File: src/rtl/scc_consts.svh
// Register offsets, field positions, reset values and timing counts of the clock control
`ifndef SCC_CONSTS_SVH
`define SCC_CONSTS_SVH

// Register indices; byte address is four times the index
`define SCC_IDX_EXT_IRQ_FLAG_CLOCK_SOURCE        10'h091
`define SCC_IDX_PMR         10'h0C4
`define SCC_IDX_STATUS      10'h0C5

// Clock source register fields
`define SCC_EXT_IRQ_FLAG_CLOCK_SOURCE_SRC_BIT    3
`define SCC_EXT_IRQ_FLAG_CLOCK_SOURCE_RING_BIT   2

// Power management register fields
`define SCC_PMR_DIV_HI      7
`define SCC_PMR_DIV_LO      6
`define SCC_PMR_SWB_BIT     5
`define SCC_PMR_AMPOFF_BIT  3

// Status register fields
`define SCC_STS_PF_BIT      7
`define SCC_STS_HI_BIT      6
`define SCC_STS_LO_BIT      5
`define SCC_STS_CRYSTAL_READY_FLAG_BIT    4
`define SCC_STS_TX_BIT      1
`define SCC_STS_RX_BIT      0

// Divider codes and terminal counts
`define SCC_DIV_RSVD        2'h0
`define SCC_DIV_4           2'h1
`define SCC_DIV_64          2'h2
`define SCC_DIV_1024        2'h3
`define SCC_LEN_4           10'h003
`define SCC_LEN_64          10'h03F
`define SCC_LEN_1024        10'h3FF

// Reset values
`define SCC_RST_DIV         2'h1
`define SCC_RST_SRC         1'h1
`define SCC_RST_CRYSTAL_READY_FLAG        1'h1

// Crystal warm-up, in crystal clocks
`define SCC_WARMUP_CLOCKS   65536
`define SCC_WARM_W          17

`endif

File: src/rtl/scc_pkg.sv
// Types shared by the slow clock source control
package scc_pkg;

    // Crystal amplifier state, Gray coded along ready -> off -> warm
    typedef enum logic [1:0] {
        SCC_XT_READY = 2'h0,
        SCC_XT_OFF   = 2'h1,
        SCC_XT_WARM  = 2'h3
    } scc_xtal_t;

    // Register selected in the data phase
    typedef enum logic [1:0] {
        SCC_REG_NONE   = 2'h0,
        SCC_REG_EXT_IRQ_FLAG_CLOCK_SOURCE   = 2'h1,
        SCC_REG_PMR    = 2'h2,
        SCC_REG_STATUS = 2'h3
    } scc_reg_t;

    // Serial port 0 activity as seen by the clock control
    typedef struct packed {
        logic rx_enable;
        logic start_bit;
        logic rx_active;
        logic tx_active;
    } scc_serial_t;

    // Interrupt priority levels now in service
    typedef struct packed {
        logic powerfail_level_busy;
        logic high_level_busy;
        logic low_level_busy;
    } scc_level_t;

    // Whole state of the block
    typedef struct packed {
        logic [1:0]  div_sel;
        logic [1:0]  div_act;
        logic        auto_return_enable;
        logic        src_sel;
        logic        src_act;
        logic        amp_off;
        logic        xt_ready;
        scc_xtal_t   xst;
        logic [16:0] warm_cnt;
        logic [9:0]  div_cnt;
        logic        tick;
        logic        wr_pend;
        logic        rd_pend;
        scc_reg_t    sel;
        logic        hready;
        logic        hresp;
        logic [31:0] hrdata;
    } scc_state_t;

endpackage
File: src/rtl/scc_clock_ctrl.sv
// Slow clock source control: divider, crystal/ring select, warm-up, switchback, AHB-Lite slave
//
// Chosen here: the AHB-Lite register port.
`timescale 1ns/10ps
`include "scc_consts.svh"

module scc_clock_ctrl #(
    parameter int N_IRQ         = 4,
    parameter int ADDR_W        = 12,
    parameter int WARMUP_CLOCKS = `SCC_WARMUP_CLOCKS
) (
    // Clock and reset
    input  wire logic                ref_clk,
    input  wire logic                reset,
    // AHB-Lite slave
    input  wire logic                hsel,
    input  wire logic [ADDR_W-1:0]   haddr,
    input  wire logic [1:0]          htrans,
    input  wire logic                hwrite,
    input  wire logic [2:0]          hsize,
    input  wire logic [31:0]         hwdata,
    input  wire logic                hready,
    output logic                     hreadyout,
    output logic                     hresp,
    output logic [31:0]              hrdata,
    // External interrupts and priority state
    input  wire logic [N_IRQ-1:0]    irq_pending,
    input  wire logic [N_IRQ-1:0]    irq_enabled,
    input  wire logic [N_IRQ-1:0]    irq_high_pri,
    input  wire scc_pkg::scc_level_t level,
    // Serial port 0 activity
    input  wire scc_pkg::scc_serial_t serial,
    // Clock outputs
    output logic                     cycle_tick,
    output logic [1:0]               div_code,
    output logic                     ring_active,
    output logic                     crystal_amp_en
);

    // Whole block state and its next value
    scc_pkg::scc_state_t s;
    scc_pkg::scc_state_t next_s;

    // Helpers from state and live inputs
    logic [N_IRQ-1:0] irq_ok;
    logic             irq_take;
    logic             sb;
    logic             protect;
    logic [9:0]       div_len_m1;
    logic [1:0]       wr_div;
    logic             addr_ok;
    logic [7:0]       rd8;

    // Per-source check that the interrupt could really be taken now
    // Power-fail or high level masks all; a low level masks low sources
    genvar gi;
    generate
        for (gi = 0; gi < N_IRQ; gi = gi + 1) begin : g_irq
            assign irq_ok[gi] = irq_pending[gi] & irq_enabled[gi]
                              & ~level.powerfail_level_busy
                              & ~level.high_level_busy
                              & (irq_high_pri[gi] | ~level.low_level_busy);
        end
    endgenerate

    // Switchback request and divider write lock
    // Lock reads live serial inputs, so with switchback enabled a start bit blocks that same write
    assign irq_take = |irq_ok;
    assign sb       = s.auto_return_enable & (irq_take | (serial.rx_enable & serial.start_bit));
    assign protect  = serial.rx_active | serial.tx_active
                    | (s.auto_return_enable & (serial.start_bit | serial.rx_active));
    assign wr_div   = hwdata[`SCC_PMR_DIV_HI:`SCC_PMR_DIV_LO];
    assign addr_ok  = (haddr[1:0] == 2'h0);

    // Terminal count for the active divider
    // Reserved code cannot be active; default keeps the fast rate
    always_comb begin
        case (s.div_act)
            `SCC_DIV_64:   div_len_m1 = `SCC_LEN_64;
            `SCC_DIV_1024: div_len_m1 = `SCC_LEN_1024;
            default:       div_len_m1 = `SCC_LEN_4;
        endcase
    end

    // Read data assembled from state and live status inputs
    // Level and serial bits are not stored, so a read shows them now
    always_comb begin
        rd8 = 8'h00;
        case (s.sel)
            scc_pkg::SCC_REG_EXT_IRQ_FLAG_CLOCK_SOURCE: begin
                rd8[`SCC_EXT_IRQ_FLAG_CLOCK_SOURCE_SRC_BIT]  = s.src_sel;
                rd8[`SCC_EXT_IRQ_FLAG_CLOCK_SOURCE_RING_BIT] = ~s.src_act;
            end
            scc_pkg::SCC_REG_PMR: begin
                rd8[`SCC_PMR_DIV_HI:`SCC_PMR_DIV_LO] = s.div_sel;
                rd8[`SCC_PMR_SWB_BIT]                = s.auto_return_enable;
                rd8[`SCC_PMR_AMPOFF_BIT]             = s.amp_off;
            end
            scc_pkg::SCC_REG_STATUS: begin
                rd8[`SCC_STS_PF_BIT]   = level.powerfail_level_busy;
                rd8[`SCC_STS_HI_BIT]   = level.high_level_busy;
                rd8[`SCC_STS_LO_BIT]   = level.low_level_busy;
                rd8[`SCC_STS_CRYSTAL_READY_FLAG_BIT] = s.xt_ready;
                rd8[`SCC_STS_TX_BIT]   = serial.tx_active;
                rd8[`SCC_STS_RX_BIT]   = serial.rx_active;
            end
            default: rd8 = 8'h00;
        endcase
    end

    // Next-state logic
    // Order matters: switchback after the writes, bus decode last
    always_comb begin
        next_s         = s;
        next_s.tick    = 1'b0;
        next_s.wr_pend = 1'b0;

        // Instruction cycle divider, same for crystal or ring source
        // New divider and source land at the cycle boundary; switchback below forces the fast rate at once
        if (s.div_cnt >= div_len_m1) begin
            next_s.div_cnt = 10'h000;
            next_s.tick    = 1'b1;
            next_s.div_act = s.div_sel;
            if (!s.src_sel) begin
                next_s.src_act = 1'b0;
            end else if (s.xst == scc_pkg::SCC_XT_READY) begin
                next_s.src_act = 1'b1;
            end
        end else begin
            next_s.div_cnt = s.div_cnt + 10'h001;
        end

        // Register writes in the data phase
        // Refused fields keep their value; the bus still answers OKAY
        if (s.wr_pend && s.sel == scc_pkg::SCC_REG_PMR) begin
            if (!protect && wr_div != `SCC_DIV_RSVD
                && (wr_div == `SCC_DIV_4
                    || (s.div_act == `SCC_DIV_4 && s.div_sel == `SCC_DIV_4))) begin
                next_s.div_sel = wr_div;
            end
            next_s.auto_return_enable = hwdata[`SCC_PMR_SWB_BIT];
            if (!hwdata[`SCC_PMR_AMPOFF_BIT]) begin
                next_s.amp_off = 1'b0;
            end else if (!s.src_sel) begin
                next_s.amp_off = 1'b1;
            end
        end
        // Ready lags crystal-off by one edge, so check both
        if (s.wr_pend && s.sel == scc_pkg::SCC_REG_EXT_IRQ_FLAG_CLOCK_SOURCE) begin
            if (!hwdata[`SCC_EXT_IRQ_FLAG_CLOCK_SOURCE_SRC_BIT]) begin
                next_s.src_sel = 1'b0;
            end else if (s.xt_ready && !s.amp_off) begin
                next_s.src_sel = 1'b1;
            end
        end

        // Switchback wins over a divider write; source is left alone
        // Counter cleared so a full fast cycle starts at once
        if (sb) begin
            next_s.div_sel = `SCC_DIV_4;
            next_s.div_act = `SCC_DIV_4;
            next_s.div_cnt = 10'h000;
        end

        // Crystal amplifier and warm-up timer
        // Ready drops the edge after crystal-off lands
        case (s.xst)
            scc_pkg::SCC_XT_READY: begin
                if (s.amp_off) begin
                    next_s.xst      = scc_pkg::SCC_XT_OFF;
                    next_s.xt_ready = 1'b0;
                end
            end
            scc_pkg::SCC_XT_OFF: begin
                if (!s.amp_off) begin
                    next_s.xst      = scc_pkg::SCC_XT_WARM;
                    next_s.warm_cnt = '0;
                end
            end
            scc_pkg::SCC_XT_WARM: begin
                if (s.amp_off) begin
                    next_s.xst = scc_pkg::SCC_XT_OFF;
                end else if (s.warm_cnt == 17'(WARMUP_CLOCKS - 1)) begin
                    next_s.xst      = scc_pkg::SCC_XT_READY;
                    next_s.xt_ready = 1'b1;
                end else begin
                    next_s.warm_cnt = s.warm_cnt + 17'h00001;
                end
            end
            default: begin
                next_s.xst = scc_pkg::SCC_XT_OFF;
            end
        endcase

        // AHB-Lite: read data phase gets one wait state
        // Writes need no wait; reads take one to register the data
        if (s.rd_pend) begin
            next_s.rd_pend = 1'b0;
            next_s.hready  = 1'b1;
            next_s.hrdata  = {24'h000000, rd8};
        end
        if (hsel && htrans[1] && hready) begin
            next_s.wr_pend = hwrite;
            next_s.rd_pend = ~hwrite;
            next_s.hready  = hwrite;
            if (!addr_ok) begin
                next_s.sel = scc_pkg::SCC_REG_NONE;
            end else if (haddr[ADDR_W-1:2] == 10'(`SCC_IDX_EXT_IRQ_FLAG_CLOCK_SOURCE)) begin
                next_s.sel = scc_pkg::SCC_REG_EXT_IRQ_FLAG_CLOCK_SOURCE;
            end else if (haddr[ADDR_W-1:2] == 10'(`SCC_IDX_PMR)) begin
                next_s.sel = scc_pkg::SCC_REG_PMR;
            end else if (haddr[ADDR_W-1:2] == 10'(`SCC_IDX_STATUS)) begin
                next_s.sel = scc_pkg::SCC_REG_STATUS;
            end else begin
                next_s.sel = scc_pkg::SCC_REG_NONE;
            end
        end
        next_s.hresp = 1'b0;
    end

    // State register
    // Synchronous reset; fields not listed come up as zero
    always_ff @(posedge ref_clk) begin
        if (reset) begin
            s          <= '0;
            s.div_sel  <= `SCC_RST_DIV;
            s.div_act  <= `SCC_RST_DIV;
            s.src_sel  <= `SCC_RST_SRC;
            s.src_act  <= `SCC_RST_SRC;
            s.xt_ready <= `SCC_RST_CRYSTAL_READY_FLAG;
            s.amp_off  <= 1'b0;
            s.xst      <= scc_pkg::SCC_XT_READY;
            s.hready   <= 1'b1;
        end else begin
            s <= next_s;
        end
    end

    // Outputs straight from state
    // Every output is a state bit or its inverse, so none can glitch
    assign hreadyout      = s.hready;
    assign hresp          = s.hresp;
    assign hrdata         = s.hrdata;
    assign cycle_tick     = s.tick;
    assign div_code       = s.div_act;
    assign ring_active    = ~s.src_act;
    assign crystal_amp_en = ~s.amp_off;

    // Checks on the state, all in the ref_clk domain
    // Counter never passes the active terminal count
    div_range_a : assert property (@(posedge ref_clk) disable iff (reset)
        (s.div_cnt <= div_len_m1) && (s.div_act != `SCC_DIV_RSVD))
        else $error("divider counter or code out of range");

    // Active divider changes only at a cycle boundary or on switchback
    div_delay_a : assert property (@(posedge ref_clk) disable iff (reset)
        (s.div_act != $past(s.div_act)) |-> ($past(s.div_cnt >= div_len_m1) || $past(sb)))
        else $error("divider changed mid cycle");

    // Slow code accepted only from the fast rate
    slow_entry_a : assert property (@(posedge ref_clk) disable iff (reset)
        (s.div_sel != $past(s.div_sel) && s.div_sel[1])
        |-> ($past(s.div_act) == `SCC_DIV_4 && $past(s.div_sel) == `SCC_DIV_4))
        else $error("slow rate entered from slow rate");

    // Switchback yields fast rate next cycle, with the counter cleared
    switch_back_a : assert property (@(posedge ref_clk) disable iff (reset)
        sb |=> (s.div_act == `SCC_DIV_4 && s.div_sel == `SCC_DIV_4 && s.div_cnt == 10'h000))
        else $error("switchback did not restore fast rate");

    // A busy high level blocks every interrupt switchback
    irq_block_a : assert property (@(posedge ref_clk) disable iff (reset)
        (level.high_level_busy || level.powerfail_level_busy) |-> !irq_take)
        else $error("blocked interrupt requested switchback");

    // Locked divider keeps its value on write
    div_lock_a : assert property (@(posedge ref_clk) disable iff (reset)
        (s.wr_pend && protect && !sb) |=> (s.div_sel == $past(s.div_sel)))
        else $error("divider written while locked");

    // Crystal off only set while ring selected
    amp_off_a : assert property (@(posedge ref_clk) disable iff (reset)
        $rose(s.amp_off) |-> !$past(s.src_sel))
        else $error("crystal off set with crystal selected");

    // Ready flag rises only at the end of the full warm-up count
    warm_up_a : assert property (@(posedge ref_clk) disable iff (reset)
        $rose(s.xt_ready) |-> ($past(s.warm_cnt) == 17'(WARMUP_CLOCKS - 1)
                               && $past(s.xst) == scc_pkg::SCC_XT_WARM))
        else $error("crystal ready without warm-up");

    // Crystal cannot be selected before it is ready
    src_guard_a : assert property (@(posedge ref_clk) disable iff (reset)
        $rose(s.src_sel) |-> $past(s.xt_ready))
        else $error("crystal selected before ready");

    // Active source changes only at a cycle boundary
    src_delay_a : assert property (@(posedge ref_clk) disable iff (reset)
        (s.src_act != $past(s.src_act)) |-> $past(s.div_cnt >= div_len_m1))
        else $error("source changed mid cycle");

    // Tick is a one-clock pulse
    tick_pulse_a : assert property (@(posedge ref_clk) disable iff (reset)
        s.tick |=> !s.tick)
        else $error("cycle tick longer than one clock");

    // Tick only at the terminal count of the active divider
    tick_count_a : assert property (@(posedge ref_clk) disable iff (reset)
        s.tick |-> $past(s.div_cnt == div_len_m1))
        else $error("cycle tick away from terminal count");

    // At a cycle boundary without switchback the selected divider goes live
    div_follow_a : assert property (@(posedge ref_clk) disable iff (reset)
        ($past(s.div_cnt >= div_len_m1) && !$past(sb))
        |-> (s.div_act == $past(s.div_sel)))
        else $error("selected divider not applied at cycle boundary");

    // Reserved divider code never stored
    div_rsvd_a : assert property (@(posedge ref_clk) disable iff (reset)
        s.div_sel != `SCC_DIV_RSVD)
        else $error("reserved divider code stored");

    // A busy low level leaves only high-priority sources able to switch back
    lo_block_a : assert property (@(posedge ref_clk) disable iff (reset)
        (level.low_level_busy && irq_take)
        |-> |(irq_pending & irq_enabled & irq_high_pri))
        else $error("low level in service did not block low source");

    // Crystal-off and crystal select never stand together
    amp_src_a : assert property (@(posedge ref_clk) disable iff (reset)
        s.amp_off |-> !s.src_sel)
        else $error("crystal selected with amplifier off");

    // Ready drops once the amplifier is off
    ready_drop_a : assert property (@(posedge ref_clk) disable iff (reset)
        s.amp_off |=> !s.xt_ready)
        else $error("crystal ready with amplifier off");

    // Ready is only shown in the settled state
    ready_hold_a : assert property (@(posedge ref_clk) disable iff (reset)
        (s.xst != scc_pkg::SCC_XT_READY) |-> !s.xt_ready)
        else $error("crystal ready before warm-up ends");

    // Ring selection goes live at the next cycle boundary
    ring_follow_a : assert property (@(posedge ref_clk) disable iff (reset)
        ($past(s.div_cnt >= div_len_m1) && !$past(s.src_sel))
        |-> !s.src_act)
        else $error("ring selection not applied at cycle boundary");

    // Switchback leaves the source selection alone
    src_keep_a : assert property (@(posedge ref_clk) disable iff (reset)
        (sb && !(s.wr_pend && s.sel == scc_pkg::SCC_REG_EXT_IRQ_FLAG_CLOCK_SOURCE))
        |=> (s.src_sel == $past(s.src_sel)))
        else $error("switchback changed the clock source");

endmodule

File: config.mk
export PLATFORM = sky130hd
export DESIGN_NAME = scc_clock_ctrl
export DESIGN_NICKNAME = d
export VERILOG_FILES = /design/src/rtl/scc_pkg.sv /design/src/rtl/scc_clock_ctrl.sv
export VERILOG_INCLUDE_DIRS = /design/src /design/src/rtl
export SDC_FILE = /design/constraint.sdc
export NUM_CORES = 1
export LEC_CHECK = 0
export ABC_AREA = 1
export BUFFER_PORTS_ARGS = -buffer_cell sky130_fd_sc_hd__buf_2
export CELL_PAD_IN_SITES_DETAIL_PLACEMENT = 1
export CELL_PAD_IN_SITES_GLOBAL_PLACEMENT = 2
export CORE_AREA = 2 2 109 111
export DETAILED_ROUTE_END_ITERATION = 10
export DIE_AREA = 0 0 111 113
export GPL_TIMING_DRIVEN = 0
export PLACE_DENSITY = 0.82
export REMOVE_ABC_BUFFERS = 1
export SYNTH_ARGS = -nofsm -noshare
export SYNTH_HDL_FRONTEND = slang
export SYNTH_SLANG_ARGS = --single-unit
File: constraint.sdc
create_clock -name ref_clk -period 2.2 [get_ports ref_clk]
set_input_delay 0.22 -clock ref_clk [delete_from_list [all_inputs] [get_ports ref_clk]]
set_output_delay 0.22 -clock ref_clk [all_outputs]
set_load 0.02 [all_outputs]
Yosys cells after proc, flatten, opt, wreduce, memory -nomap -nowiden:

Cells that the tools add are included.

* output and inout port bits: 39
* register bits: 53
* word-level logic and storage cells: 134

* reduce and logical (&&, ||, !) cells: 28
* bitwise logic cells: 34
* multiplexer cells: 29
* $lt $le $gt $ge: 1
* $add $sub $neg: 2
* eq/ne operators: 23

Operator list (count)
* 2-to-1 mux 17 bit: 2
* case mux 17 bit (2 select lines): 1
* == test 10 x 8 -> 1 bit, second input constant: 3
* case mux 10 bit (2 select lines): 1
* AND 1 bit: 19
* 2-to-1 mux 19 bit: 1
* adder 17 x 1 -> 17 bit, second input constant: 1
* == test 17 x 16 -> 1 bit, second input constant: 1
* 2-to-1 mux 1 bit: 12
* 2-to-1 mux 2 bit: 6
* inequality test 2 bit, second input constant: 6
* adder 10 x 1 -> 10 bit, second input constant: 1
* == test 2 x 1 -> 1 bit, second input constant: 5
* == test 2 bit, second input constant: 5
* >= comparator 10 bit: 1
* logical AND 1 bit: 8
* bitwise OR 1 bit: 8
* AND reduction 2 bit: 4
* AND reduction 4 bit: 2
* nonzero test 2 bit: 4
* inverter 1 bit: 7
* 2-to-1 mux 3 bit: 2
* case mux 2 bit (3 select lines): 1
* case mux 3 bit (2 select lines): 1
* other kinds (10): 15

Logic depth before layout (Yosys ltp):

Gate-level depths: netlist of run 1.

* depth after elaboration: 8
* mapped depth: 14
* mapped depth without buffers: 14

Worst setup path after synthesis of run 1:

Ideal clock, no wire load.

* path kind: reg-to-reg
* start: register s[49] (netlist bit)
* end: register s[60] (netlist bit)
* stages on the path, launching flop included: 15
* buffers on the path: 0
* arrival time: 1661 ps
* slack: 426 ps
* clock period less this slack: 1774 ps
* cells stage by stage: dfxtp_1 ha_1 nand2_1 inv_1 nand3_1 nor3_1 ha_1 nand2_1 nand3_4 nor2_4 nand3_2 nand2_2 nand2_1 o21ai_1 inv_1

* cells in the longest elaborated chain, start to end: 4
* elaborated cells on any way between the ends: 7
* classes of those cells: 1 x add/sub; 2 x eq/ne; 3 x mux; 1 x reduce/logical

Ends and longest elaborated chain
* from (decl): RTL line scc_clock_ctrl.sv:41 `scc_pkg::scc_state_t s;`
* from (signal assigned): RTL line scc_clock_ctrl.sv:235 `s <= next_s;`
* adder 17 x 1 -> 17 bit: RTL line scc_clock_ctrl.sv:187 `next_s.warm_cnt = s.warm_cnt + 17'h00001;`
* 2-to-1 mux 17 bit: RTL line scc_clock_ctrl.sv:183 `end else if (s.warm_cnt == 17'(WARMUP_CLOCKS - 1)) begin`
* 2-to-1 mux 17 bit: RTL line scc_clock_ctrl.sv:181 `if (s.amp_off) begin`
* case mux 17 bit (2 select lines): RTL line scc_clock_ctrl.sv:167 `case (s.xst)`

Parallel ways exist; a longest one is shown, timed or not. The select of a mux whose other input is x is not followed.
A chain may end at the register's enable or synchronous reset.

Final worst setup path of run 1:

* start: register s[52] (netlist bit)
* end: register s[52] (netlist bit)

The elaborated chain is that of the path after synthesis.

==> metrics.md, run 1 <==
| Metric | Value |
|---|---|
| Reg2reg end | s[52] |
| Fraction of registers with async set/reset | 0 |
| GR Overflow Total | 0 |
| Num CTS Buffers | 5 |
| Number of remaining DRC errors | 0 |
| Most used DFF post-synth | dfxtp_1 |
| HPWL Detailed | 5380 um |
| WL/cell | 11.2 um |
| Synth Register Bits | 52 |
| Worst Min Path Start | hwrite |
| Core Area | 11300 um2 |
| R2r worst-path depth | 11 |
| YS warnings | 0 |
| Final worst setup slack | 0.223 ns |
| Synth cell types | 38 |
| Number of detailed-route iterations in the first pass | 4 |
| Clk buf depth | 2 |
| CP Capture Point | s[52] |
| Iter 0 DRT Violations | 51 |
| Combinational power share | 0.211 |
| PD cells | 681 nW/um2 |
| Routed wl met2 | 3440 um |
| Max cap viols | 0 |
| Layout cells sized above 1 | 0.183 |
| Sw Share | 0.299 |
| Ports | 112 |
| CP endpoint kind | flip-flop |
| GRT Total Usage | 0.111 |
| Number of global-route vias before repair | 2602 |
| Vias per cell | 4.28 |
| Final nets | 540 |
| Syn_area_per_cell | 7.20 um2 |
| CTS Hold Bufs | 0 |
| Total Die Area | 12500 um2 |
| Worst skew pair latency | 0.29 ns |
| DR top layer | met4 |
| Cell area after layout | 3360 um2 |
| Initial antenna violation count | 0 |
| Metal3 WL | 260 um |
| Final ANT Viol Nets | 0 |
| Max Slew Vio Count | 0 |
| Final Hold Fails | 0 |
| Worst slack, placed | -0.0570 ns |
| Sequential share of power | 0.447 |
| Commonest non-fill, non-tap cells in the layout | nand2_1, buf_2, nor2_1, dfxtp_1, inv_1 |
| Fin util | 0.298 |
| Synth Cell Area | 2920 um2 |
| Clk pwr share | 0.342 |
| Row count | 39 |
| Clock sink total | 52 |
| Die Width | 111 um |
| Total Power | 2.29 mW |
| EDFF count, synth | 0 |
| Net Switching | 684 uW |
| Leakage | 1.63 nW |
| Setup crit start | s[52] |
| Sequential-to-total area share from yosys stat | 0.357 |
| R2r setup slk | 0.22 ns |
| Initial Util | 0.259 |
| Largest net degree at the start of global routing | 15 |
| Part of the cycle the worst path needs | 0.899 |
| Total Wirelength | 6720 um |
| Placed cell area | 3170 um2 |
| Post-Place Cells | 587 |
| Port bufs | 54 |
| Crit-path max FO | 6 |
| Gate Count Post-Synth | 405 |
| Min-delay worst type | in -> reg |
| Routed via count | 2553 |
| Most common cell after layout, fill and taps aside | nand2_1 |
| CP arrival | 2.15 ns |
| Die height | 113 um |
| Status | completed |
| CTS tree | built |
| Reg-to-reg startpoint | s[52] |
| Int Pwr | 1.61 mW |
| VDD IR-drop max | 0.000289 V |
| H-tree depth | 2 |
| CTS root buffer | clkbuf_16 |
| Diode count | 0 |
| Area Growth Syn to Fin | 15.3% |
| CP Class | reg -> reg |
| Min cycle time layout | 1.98 ns |
| CP required | 2.37 ns |
| Global-route wire length before repair | 11500 um |
| RSZ-0062 raised after global routing | no |
| Worst clock skew | 0.00371 ns |
| Post-Layout Cell Count | 597 |
| F_max | 506 MHz |
| Routability cong. | 0.735 |
| Crit path launch type | flip-flop |
| Clock transition at path regs | 0.06 ns |
| Met1 Wirelength | 2950 um |
| # setup viols final | 0 |
synthesized netlist by cell type, drive strengths merged (2+ instances only):
master  count  area share
nand4       5       0.011
o21a        3      0.0077
nor2       57       0.084
buf        39       0.099
nand2      87        0.12
nand3      25       0.049
nor3b       2      0.0069
nand3b      4       0.010
ha         14       0.060
dfxtp      52        0.36
o21ai      17       0.029
nor3        9       0.015
xor2        6       0.018
inv        54       0.070
xnor2       2      0.0060
a21oi      17       0.029
a22o        2      0.0060
stage by stage:
step	hold slack, ns	setup TNS, ns
final	0.121	0
after global routing	0.118	0
after CTS	0.113	0
after detailed placement	0.418	-0.148
after global placement	0.414	0
after floorplan	0.289	0
state kept, by name, summed over array words and instances, names as in the netlist:
name	cells
s	40
hreadyout	1
hrdata	8
div_code	2
cycle_tick	1
final cells by class:
type / instances / area (um2)
fill: 1419 / 7910
timing repair buffer: 56 / 285
inverter: 54 / 205
sequential: 52 / 1040
tap: 143 / 179
multi-input combinational: 284 / 1510
clock buffer: 8 / 146
worst max-delay path, stage by stage (launching register included):
cell,delay [ns]
dfxtp_1,0.41
nand2_2,0.10
nor2_4,0.19
nand3_2,0.13
nor3_4,0.19
ha_4,0.18
nand2_1,0.10
nand3_4,0.16
nor2_4,0.07
buf_4,0.14
o21ai_0,0.13
a21oi_1,0.05
power by group through the flow:
stage / Combinational, mW / Clock [mW] / Sequential, mW
2_1_floorplan: 0.316 / 0 / 1.07
3_3_place_gp: 0.472 / 0 / 1.04
3_5_place_dp: 0.492 / 0 / 1.05
4_1_cts: 0.499 / 0.819 / 1.02
5_1_grt: 0.561 / 0.860 / 1.03
6_report: 0.484 / 0.784 / 1.02
cell families after synthesis:
logic type | after synthesis | synth area share
AOI/OAI and AO/OA | 46 | 0.0913
other | 1 | 0.00129
adders and majority gates | 14 | 0.0600
DFF | 52 | 0.357
and+or+nand+nor | 191 | 0.297
xor gates and xnor gates | 8 | 0.0240
buffers and inverters | 93 | 0.169
timing repair:
item,in CTS,in global routing
endpoints found under the setup margin,12,14
setup buffers,0,2
gates resized for setup,2,5
gates cloned,0,0
pin swaps,1,2
layer usage:
metal  GRT usage  vias up
li1            -     1319
met1       0.123     1176
met2       0.213       54
met3      0.0193        4
met4      0.0367        0
met5           0        -
worst min path at each step:
stage | cells past startpoint | endpoint
2_1_floorplan | 1 | s[34]
3_3_place_gp | 2 | s[36]
3_5_place_dp | 2 | s[36]
4_1_cts | 2 | s[36]
5_1_grt | 2 | s[36]
6_report | 2 | s[36]
Note: power is estimated with default switching activity, not from simulation.
==> inputs of run 2 (changes only) <==
Settings changed: CORE_AREA 2 2 109 111 to 2 2 90 135, DIE_AREA 0 0 111 113 to 0 0 92 137.
==> metrics.md, run 2 (synthesis results as in run 1) <==
| Metric | Value |
|---|---|
| Area Growth Syn to Fin | 15.1% |
| Max Slew Vio Count | 0 |
| Clk buf depth | 2 |
| WL/cell | 11.3 um |
| Status | completed |
| Number of global-route vias before repair | 2603 |
| Worst skew pair latency | 0.29 ns |
| Fillers | 1467 |
| Clock sink total | 52 |
| Diode count | 0 |
| Worst clock skew | 0.00365 ns |
| GR Overflow Total | 0 |
| Leakage | 1.61 nW |
| Total Wirelength | 6850 um |
| Total Die Area | 12600 um2 |
| Part of the cycle the worst path needs | 0.918 |
| Commonest non-fill, non-tap cells in the layout | nand2_1, buf_2, inv_1, nor2_1, dfxtp_1 |
| Worst path max stage delay | 0.36 ns |
| Register area | 1040 um2 |
| Global-route wire length before repair | 11500 um |
| Die height | 137 um |
| Min-delay worst type | in -> reg |
| Number of remaining DRC errors | 0 |
| Routability cong. | 0.750 |
| CP endpoint kind | flip-flop |
| HPWL Detailed | 5480 um |
| Fin util | 0.294 |
| Largest Register | s |
| VDD IR-drop max | 0.000297 V |
| Iter 0 DRT Violations | 51 |
| Min cycle time layout | 2.02 ns |
| Initial antenna violation count | 0 |
| Clock transition at path regs | 0.07 ns |
| Hold path depth | 2 |
| Row count | 48 |
| CTS tree | built |
| Vias per cell | 4.30 |
| Ports | 112 |
| Core Area | 11400 um2 |
| CP Class | reg -> reg |
| Crit path launch type | flip-flop |
| Total Power | 2.32 mW |
| Final nets | 541 |
| Cell breakdown of the critical path | ha_1 -> nand2_1 -> inv_1 -> nand3_1 -> nor3_2 -> ha_2 -> nand2_1 -> nand3_4 -> nor2_4 -> buf_4 -> nand2_1 -> o21ai_0 -> a21oi_1 |
| Routed via count | 2602 |
| CP required | 2.43 ns |
| # setup viols final | 0 |
| Max cap viols | 0 |
| Largest register FFs | 40 |
| Most common cell after layout, fill and taps aside | nand2_1 |
| Final Hold Fails | 0 |
| GRT Total Usage | 0.114 |
| Port bufs | 54 |
| Largest net degree at the start of global routing | 15 |
| Final ANT Viol Nets | 0 |
| R2r worst-path depth | 13 |
| Num CTS Buffers | 5 |
| CP most frequent cell | nand2_1 |
| Die Width | 92 um |
| Area of the multi-input gates | 1490 um2 |
| CTS root buffer | clkbuf_16 |
| H-tree depth | 2 |
| CP arrival | 2.25 ns |
| Number of detailed-route iterations in the first pass | 4 |
| Layout cells sized above 1 | 0.180 |
| Initial Util | 0.256 |
| Crit-path max FO | 6 |
| F_max | 495 MHz |
| Setup tns final | 0 ns |
| PD cells | 691 nW/um2 |
| Critical path's slowest cell | dfxtp_1 |
-- run 2: path summary, 6_finish.rpt --
kind            to  slack [ns]    from
max          s[54]        0.18   s[49]
min          s[36]        0.11  hwrite
max reg2reg  s[54]        0.18   s[49]
min reg2reg  s[39]        0.46   s[39]
-- run 2: area by class of cell --
type | instances | share of cell area
Inverter | 54 | 0.0611
Timing Repair Buffer | 57 | 0.0872
Multi-Input combinational cell | 284 | 0.442
Clock buffer | 8 | 0.0436
Sequential cell | 52 | 0.310
Tap cell | 150 | 0.0559
-- run 2: where the power goes --
part           internal [mW]  total [mW]  switching, mW
clock network          0.455       0.806          0.351
logic                  0.167       0.489          0.323
registers              0.986        1.02         0.0387
total                   1.61        2.32          0.712
-- run 2: through the flow --
stage / cell area [um2] / instances / hold WS (ns) / setup WS (ns)
after floorplan: 2720 / 390 / 0.289 / 0.426
after global placement: 3180 / 594 / 0.409 / 0.149
after detailed placement: 3180 / 594 / 0.412 / 0.121
after CTS: 3320 / 602 / 0.0987 / 0.0899
after global routing: 3360 / 605 / 0.101 / -0.000105
final: 3360 / 605 / 0.106 / 0.181
-- run 2: worst max-delay path: cells and delay by family (launching register included) --
family / cells / cell delay (ns)
buffers and inverters: 2 / 0.24
and+or+nand+nor: 7 / 0.74
DFF: 1 / 0.36
adders and majority gates: 2 / 0.40
AOI/OAI and AO/OA: 2 / 0.20
-- run 2: timing repair --
| action | in CTS | in global routing |
|---|---|---|
| hold buffers | 0 | 0 |
| buffers inserted | 0 | 3 |
| resized for setup | 0 | 3 |
| setup endpoints to repair | 0 | 9 |
-- run 2: routing by layer --
layer,vias to the layer above,track usage,share of wire
met2,67,0.228,0.55
li1,1319,-,-
met5,-,0,0
met3,8,0.0281,0.055
met4,0,0.0473,0.019
met1,1208,0.109,0.38
